<file path="config.mk">
export PLATFORM = sky130hd
export DESIGN_NAME = fan_pwm_floor_ramp
export DESIGN_NICKNAME = d
export VERILOG_FILES = /design/src/rtl/fan_ramp_pkg.sv /design/src/rtl/fan_pwm_floor_ramp.sv /design/src/rtl/fan_ramp_slew.sv
export VERILOG_INCLUDE_DIRS = /design/src /design/src/rtl
export SDC_FILE = /design/constraint.sdc
export NUM_CORES = 1
export LEC_CHECK = 0
export ABC_AREA = 0
export BUFFER_PORTS_ARGS = -buffer_cell sky130_fd_sc_hd__buf_2
export CORE_MARGIN = 2
export CORE_UTILIZATION = 50
export CTS_CLUSTER_DIAMETER = 30
export DETAILED_ROUTE_END_ITERATION = 7
export PLACE_DENSITY = 0.89
export SKIP_CTS_REPAIR_TIMING = 1
export SYNTH_ARGS = -nofsm -noshare
export SYNTH_HDL_FRONTEND = slang
export SYNTH_SLANG_ARGS = --single-unit
</file>
<file path="constraint.sdc">
create_clock -name clk_in -period 6.21 [get_ports clk_in]
set_input_delay 1.5525 -clock clk_in [delete_from_list [all_inputs] [get_ports clk_in]]
set_output_delay 1.5525 -clock clk_in [all_outputs]
set_load 0.05 [all_outputs]
</file>
<file path="src/rtl/fan_ramp_cfg.svh">
// Constants for the fan floor-select and ramp-rate block.
// Assumes an 8-bit register port and 8-bit duty values (0x00..0xff).
`ifndef FAN_RAMP_CFG_SVH
`define FAN_RAMP_CFG_SVH

// Register offsets
`define FLOOR_CFG_ADDR   8'h70
`define RAMP_CFG_ADDR    8'h63
`define LOCK_CFG_ADDR    8'h71

// Reset values
`define FLOOR_CFG_RST    8'h00
`define RAMP_CFG_RST     8'h00

// Floor-select register fields
`define FLOOR_CH1_BIT    5
`define FLOOR_CH2_BIT    6
`define FLOOR_CH3_BIT    7

// Ramp register fields
`define RATE_CH3_LSB     0
`define RATE_CH3_MSB     2
`define RAMP_EN_CH3_BIT  3

// Lock register field
`define LOCK_BIT         0

// Duty step per time slot for each ramp code
`define STEP_CODE_0      8'h01
`define STEP_CODE_1      8'h02
`define STEP_CODE_2      8'h03
`define STEP_CODE_3      8'h05
`define STEP_CODE_4      8'h08
`define STEP_CODE_5      8'h0c
`define STEP_CODE_6      8'h18
`define STEP_CODE_7      8'h30

`endif

</file>
<file path="src/rtl/fan_ramp_pkg.sv">
// Types and helper functions for the fan floor-select and ramp block.
// Assumes fan_ramp_cfg.svh is on the include path.
`include "fan_ramp_cfg.svh"

package fan_ramp_pkg;

   typedef logic [7:0] duty_t;

   // State of the top-level block
   typedef struct packed {
      logic [7:0] floor_cfg_r;
      logic [7:0] ramp_cfg_r;
      logic       lock_r;
      logic [7:0] rd_data_r;
      duty_t      drive_one_r;
      duty_t      drive_two_r;
   } ctrl_s;

   // State of the slew stage
   typedef struct packed {
      duty_t duty_r;
   } slew_s;

   // Duty step taken per slot for a ramp code
   function automatic duty_t step_size(input logic [2:0] code);
      duty_t s;
      s = `STEP_CODE_0;
      case (code)
         3'h0: s = `STEP_CODE_0;
         3'h1: s = `STEP_CODE_1;
         3'h2: s = `STEP_CODE_2;
         3'h3: s = `STEP_CODE_3;
         3'h4: s = `STEP_CODE_4;
         3'h5: s = `STEP_CODE_5;
         3'h6: s = `STEP_CODE_6;
         default: s = `STEP_CODE_7;
      endcase
      return s;
   endfunction : step_size

   // Duty in automatic mode: below threshold the floor bit picks 0 or min
   function automatic duty_t floor_duty(input logic  auto_mode,
                                        input logic  below,
                                        input logic  hold_min,
                                        input duty_t min_duty,
                                        input duty_t calc_duty);
      duty_t d;
      d = calc_duty;
      if (auto_mode && below) begin
         d = hold_min ? min_duty : 8'h00;
      end
      return d;
   endfunction : floor_duty

endpackage : fan_ramp_pkg

</file>
<file path="src/rtl/fan_pwm_floor_ramp.sv">
// Floor-select and ramp-rate configuration for three fan drive outputs.
// Assumes duty values and comparisons come from the fan control loop,
// synchronous to clk_in, and a one-cycle slot tick for ramping.
//
// Overview of operation
// - Auto mode, channel one below threshold: floor bit 5 picks 0% or min.
// - Auto mode, channel two below threshold: floor bit 6 picks 0% or min.
// - Auto mode, channel three below threshold: floor bit 7 picks off or min.
// - Once the lock bit is set, writes to the floor register are ignored.
// - Ramp register sits at 0x63 and resets to all zeros.
// - Three-bit ramp field makes channel three slew toward each new duty.
// - Ramp codes 0..7 step by 1, 2, 3, 5, 8, 12, 24, 48 per slot.
// - Channel three ramps only while its ramp enable bit 3 is set.
`timescale 1ns/1ps
`include "fan_ramp_cfg.svh"

module fan_pwm_floor_ramp (
   // Clock and reset
   input  wire logic       clk_in,
   input  wire logic       rst_n_in,
   // Register port
   input  wire logic [7:0] addr_in,
   input  wire logic [7:0] wr_data_in,
   input  wire logic       wr_en_in,
   input  wire logic       rd_en_in,
   output logic      [7:0] rd_data_out,
   // Control loop inputs, one bit per channel, and a shared slot tick
   input  wire logic [2:0] auto_mode_in,
   input  wire logic [2:0] below_thresh_in,
   input  wire logic       slot_tick_in,
   // Minimum duty per channel
   input  wire logic [7:0] min_duty_one_in,
   input  wire logic [7:0] min_duty_two_in,
   input  wire logic [7:0] min_duty_three_in,
   // Newly calculated duty per channel
   input  wire logic [7:0] calc_duty_one_in,
   input  wire logic [7:0] calc_duty_two_in,
   input  wire logic [7:0] calc_duty_three_in,
   // Fan drive duty outputs
   output logic      [7:0] fan_drive_one_out,
   output logic      [7:0] fan_drive_two_out,
   output logic      [7:0] fan_drive_three_out
);

   fan_ramp_pkg::ctrl_s state_r;
   fan_ramp_pkg::ctrl_s state_nxt;

   logic       floor_select_ch1;
   logic       floor_select_ch2;
   logic       floor_select_ch3;
   logic [2:0] ramp_rate_ch3;
   logic       ramp_enable_ch3;
   logic [7:0] target_three;

   assign floor_select_ch1 = state_r.floor_cfg_r[`FLOOR_CH1_BIT];
   assign floor_select_ch2 = state_r.floor_cfg_r[`FLOOR_CH2_BIT];
   assign floor_select_ch3 = state_r.floor_cfg_r[`FLOOR_CH3_BIT];
   assign ramp_rate_ch3    =
      state_r.ramp_cfg_r[`RATE_CH3_MSB:`RATE_CH3_LSB];
   assign ramp_enable_ch3  = state_r.ramp_cfg_r[`RAMP_EN_CH3_BIT];

   // Channel three target before slewing
   assign target_three = fan_ramp_pkg::floor_duty(auto_mode_in[2],
                            below_thresh_in[2], floor_select_ch3,
                            min_duty_three_in, calc_duty_three_in);

   always_comb begin
      state_nxt = state_r;
      state_nxt.rd_data_r = 8'h00;

      // Lock is sticky until reset so software cannot undo it
      if (wr_en_in) begin
         if (addr_in == `FLOOR_CFG_ADDR) begin
            if (!state_r.lock_r) begin
               state_nxt.floor_cfg_r = wr_data_in;
            end
         end else if (addr_in == `RAMP_CFG_ADDR) begin
            if (!state_r.lock_r) begin
               state_nxt.ramp_cfg_r = wr_data_in;
            end
         end else if (addr_in == `LOCK_CFG_ADDR) begin
            if (wr_data_in[`LOCK_BIT]) begin
               state_nxt.lock_r = 1'b1;
            end
         end
      end

      // Unmapped reads return zero
      if (rd_en_in) begin
         if (addr_in == `FLOOR_CFG_ADDR) begin
            state_nxt.rd_data_r = state_r.floor_cfg_r;
         end else if (addr_in == `RAMP_CFG_ADDR) begin
            state_nxt.rd_data_r = state_r.ramp_cfg_r;
         end else if (addr_in == `LOCK_CFG_ADDR) begin
            state_nxt.rd_data_r = {7'h00, state_r.lock_r};
         end
      end

      state_nxt.drive_one_r = fan_ramp_pkg::floor_duty(auto_mode_in[0],
                                 below_thresh_in[0], floor_select_ch1,
                                 min_duty_one_in, calc_duty_one_in);
      state_nxt.drive_two_r = fan_ramp_pkg::floor_duty(auto_mode_in[1],
                                 below_thresh_in[1], floor_select_ch2,
                                 min_duty_two_in, calc_duty_two_in);
   end

   always_ff @(posedge clk_in) begin
      if (!rst_n_in) begin
         state_r             <= '0;
         state_r.floor_cfg_r <= `FLOOR_CFG_RST;
         state_r.ramp_cfg_r  <= `RAMP_CFG_RST;
      end else begin
         state_r <= state_nxt;
      end
   end

   // Ramp on channel three only; one and two follow at once
   fan_ramp_slew u_slew (
      .clk_in       (clk_in),
      .rst_n_in     (rst_n_in),
      .ramp_en_in   (ramp_enable_ch3),
      .rate_in      (ramp_rate_ch3),
      .slot_tick_in (slot_tick_in),
      .target_in    (target_three),
      .duty_out     (fan_drive_three_out)
   );

   assign rd_data_out       = state_r.rd_data_r;
   assign fan_drive_one_out = state_r.drive_one_r;
   assign fan_drive_two_out = state_r.drive_two_r;

   logic [8:0] step_now;
   assign step_now = {1'b0, fan_ramp_pkg::step_size(ramp_rate_ch3)};
endmodule : fan_pwm_floor_ramp

</file>
<file path="src/rtl/fan_ramp_slew.sv">
// Slew stage for the third fan drive: steps toward a target each slot.
// Assumes slot_tick_in is a one-cycle pulse marking each ramp time slot.
`timescale 1ns/1ps
`include "fan_ramp_cfg.svh"

module fan_ramp_slew (
   // Clock and reset
   input  wire logic       clk_in,
   input  wire logic       rst_n_in,
   // Control
   input  wire logic       ramp_en_in,
   input  wire logic [2:0] rate_in,
   input  wire logic       slot_tick_in,
   input  wire logic [7:0] target_in,
   // Result
   output logic      [7:0] duty_out
);

   fan_ramp_pkg::slew_s state_r;
   fan_ramp_pkg::slew_s state_nxt;

   always_comb begin
      logic [8:0] cur;
      logic [8:0] tgt;
      logic [8:0] inc;
      cur = {1'b0, state_r.duty_r};
      tgt = {1'b0, target_in};
      inc = {1'b0, fan_ramp_pkg::step_size(rate_in)};
      state_nxt = state_r;
      if (!ramp_en_in) begin
         state_nxt.duty_r = target_in;
      end else if (slot_tick_in) begin
         // Last step lands exactly on the target, never overshoots
         if (tgt > cur) begin
            state_nxt.duty_r = (tgt - cur > inc) ?
                               8'(cur + inc) : target_in;
         end else if (tgt < cur) begin
            state_nxt.duty_r = (cur - tgt > inc) ?
                               8'(cur - inc) : target_in;
         end
      end
   end

   always_ff @(posedge clk_in) begin
      if (!rst_n_in) begin
         state_r <= '0;
      end else begin
         state_r <= state_nxt;
      end
   end

   assign duty_out = state_r.duty_r;

endmodule : fan_ramp_slew

</file>
==> metrics <==
status complete, no violations; count of routing violations after the opening detailed-route iteration 204; Ys Warns 0; count of cell types in the netlist 63; slew margin rel. 29.3%; Die H a little over 90 um; Clock Power Share 23.1%; Net Sw Power 0.000286 W; sw frac between 30% and 40%; hold slack 490 ps; register area share after synthesis 25.3%; WP data arrival 5300 ps; Power Internal 0.000518 W; Post-DP Area 4240 sq um; count of flip-flops with a built-in enable after synthesis 0; vias in the first global route 3607; hpwl dp slightly below 8000 um; CORE AREA 7610 sq um; flop and latch count out of synthesis 49; clk_lat worst skew around 300 ps; CP Capture Type register; top_reg_cell synth dfxtp_1; period utilization 82.1%; most frequent cells in the layout buf_2, dfxtp_1, nand2_1, nor2_1, a21oi_1; pre-CTS setup slack 835 ps; Post-Syn Area 3870 sq um; Worst Tran Pin Value 1060 ps; setup violators final 0; Hold Crit Class register to register; CTS root buffer clkbuf_8; post-route cell area 4330 sq um; initial core utilization 50.9%; max-slew violation count 0; Ports 107; n_diodes 0; antenna violations before repair 0; Net Count, Synth 601; Vias 3755; final worst setup slack between 1000 and 1500 ps; total wire length 9750 um; CTS H-Tree Depth 2; layout cells sized above 1 23.3%; gr usage total 22.7%; most common cell after layout, fill and taps aside buf_2; Crit Path Class input pin to register; drt via density between 5 and 6; first-pass GRT wire length around 16000 um; Max Clk Rate about 0.20 GHz; WP data required 6410 ps; CTS tree built; async set or reset register ratio after synthesis 0%; FILL cells 723; GPL Wtd Cong around 0.9; largest net degree at the start of global routing 38; skew final just under 9 ps; post-layout min period 5100 ps; combinational power share 35.9%; die area roughly 8500 sq um; Startpoint Class input pin; Pleak 1.99 nW; CTS max path bufs 2; post-route ant nets 0; Die W 92.0 um; max-cap viol count 0; crit path max fanout 11; pwr/cell area 185 nW/um^2; Post-Syn Instances 487; CTS Buf Count 5; setup_tns 0 ps; Placement Rows 32; Syn-to-layout area delta 11.9%; RSZ-0062 raised after global routing false; Final Hold Viols 0; clock slew at reported path FFs 90 ps; gr ovfl total 0; 1st-pass router iterations 5; WL/cell 14.8 um; DRC 0; Port Buffers ~110; Nets 670; sequential group share of total power about two fifths; synthesized area per cell approximately 8.0 sq um; clk sink count 49; maximum vdd drop 0.0000891 V
==> metrics by stage <==
stage / std cells / total power [W] / util (%)
6_report: 659 / 0.000804 / 57.0
5_1_grt: 659 / 0.000853 / 57.0
4_1_cts: 659 / 0.000808 / 57.0
3_5_place_dp: 651 / 0.000622 / 55.8
3_3_place_gp: 651 / 0.000611 / 55.8
2_1_floorplan: 487 / 0.000557 / -
==> final timing paths <==
kind / cells past startpoint / to / slack, ps / startpoint
max: 20 / u_slew.duty_out[0] / 1110 / auto_mode_in[2]
max reg2reg: 18 / u_slew.duty_out[6] / 2050 / floor_select_ch3
min: 2 / rd_data_out[2] / 490 / state_r[35]
min reg2reg: 2 / rd_data_out[2] / 490 / state_r[35]
==> synthesized netlist by cell type (3+ instances only) <==
cell | number | area, sq um
o21a_1 | 5 | 37.5
a21o_1 | 7 | 52.6
dfxtp_1 | 49 | 981
a31oi_1 | 8 | 50.1
nor2b_1 | 3 | 18.8
xnor2_1 | 11 | 96.3
inv_1 | 35 | 131
or2_2 | 3 | 18.8
or3_1 | 3 | 18.8
nor3_1 | 9 | 45.0
o32ai_1 | 3 | 26.3
xor2_1 | 3 | 26.3
buf_4 | 25 | 188
o21ai_0 | 11 | 55.1
nand3_1 | 28 | 140
nand2b_1 | 3 | 18.8
a22oi_1 | 8 | 60.1
nand4_1 | 7 | 43.8
clkbuf_1 | 10 | 37.5
nand2_1 | 44 | 165
o21bai_1 | 8 | 60.1
ha_1 | 36 | 450
mux2i_1 | 18 | 180
and2_1 | 5 | 31.3
buf_2 | 4 | 20.0
nor2_1 | 43 | 161
buf_6 | 3 | 33.8
fa_1 | 3 | 60.1
o211ai_1 | 4 | 30.0
a21oi_1 | 41 | 205
o21ai_1 | 6 | 30.0
==> kinds of logic after synthesis <==
family	synth area share [%]
buffers and inverters	11.0
adders and majority gates	13.2
AOI/OAI and AO/OA	23.6
DFF	25.3
muxes	5.33
xor gates and xnor gates	3.17
and+or+nand+nor	18.3
==> layout make-up <==
cell class | instances | area, sq um | area share [%]
multi-input cells | 358 | 2470 | 56.9
flip-flops and latches | 49 | 981 | 22.6
repair buffers | 107 | 538 | 12.4
inverters | 35 | 131 | 3.03
well taps | 102 | 128 | 2.94
clock buffers | 5 | 68.8 | 1.59
clock inverters | 3 | 21.3 | 0.491
==> critical path, cell delays in order <==
cell	delay, ps
buf_2	130
nand2_1	250
a21boi_1	340
inv_1	130
ha_1	220
inv_1	60
ha_1	130
inv_1	40
o31a_2	120
o211ai_2	250
xnor2_1	160
ha_1	260
nand3_1	100
o21bai_1	80
o31ai_1	280
o2111ai_2	220
or2_1	280
mux2_4	310
mux2i_1	120
a221oi_1	240
==> state kept, by name (all words and copies together), names as in the netlist <==
| register | count |
|---|---|
| ramp_enable_ch3 | 1 |
| u_slew.duty_out | 8 |
| floor_select_ch1 | 1 |
| rd_data_out | 8 |
| fan_drive_one_out | 8 |
| state_r | 10 |
| floor_select_ch2 | 1 |
| ramp_rate_ch3 | 3 |
| fan_drive_two_out | 8 |
| floor_select_ch3 | 1 |
==> per-layer routing <==
metal,GRT usage [%],up-vias,wire [um]
li1,-,1838,-
met1,26.8,1723,4090
met2,41.7,163,4710
met3,3.20,31,653
met4,8.21,0,290
met5,0,-,0
==> power groups by stage <==
stage,clock [W],sequential [W],combinational [W]
final,0.000186,0.000330,0.000288
after global routing,0.000204,0.000331,0.000318
after CTS,0.000192,0.000330,0.000286
after detailed placement,0,0.000337,0.000285
after global placement,0,0.000336,0.000275
after floorplan,0,0.000345,0.000212
No activity file was read; power rests on OpenSTA's default activity.
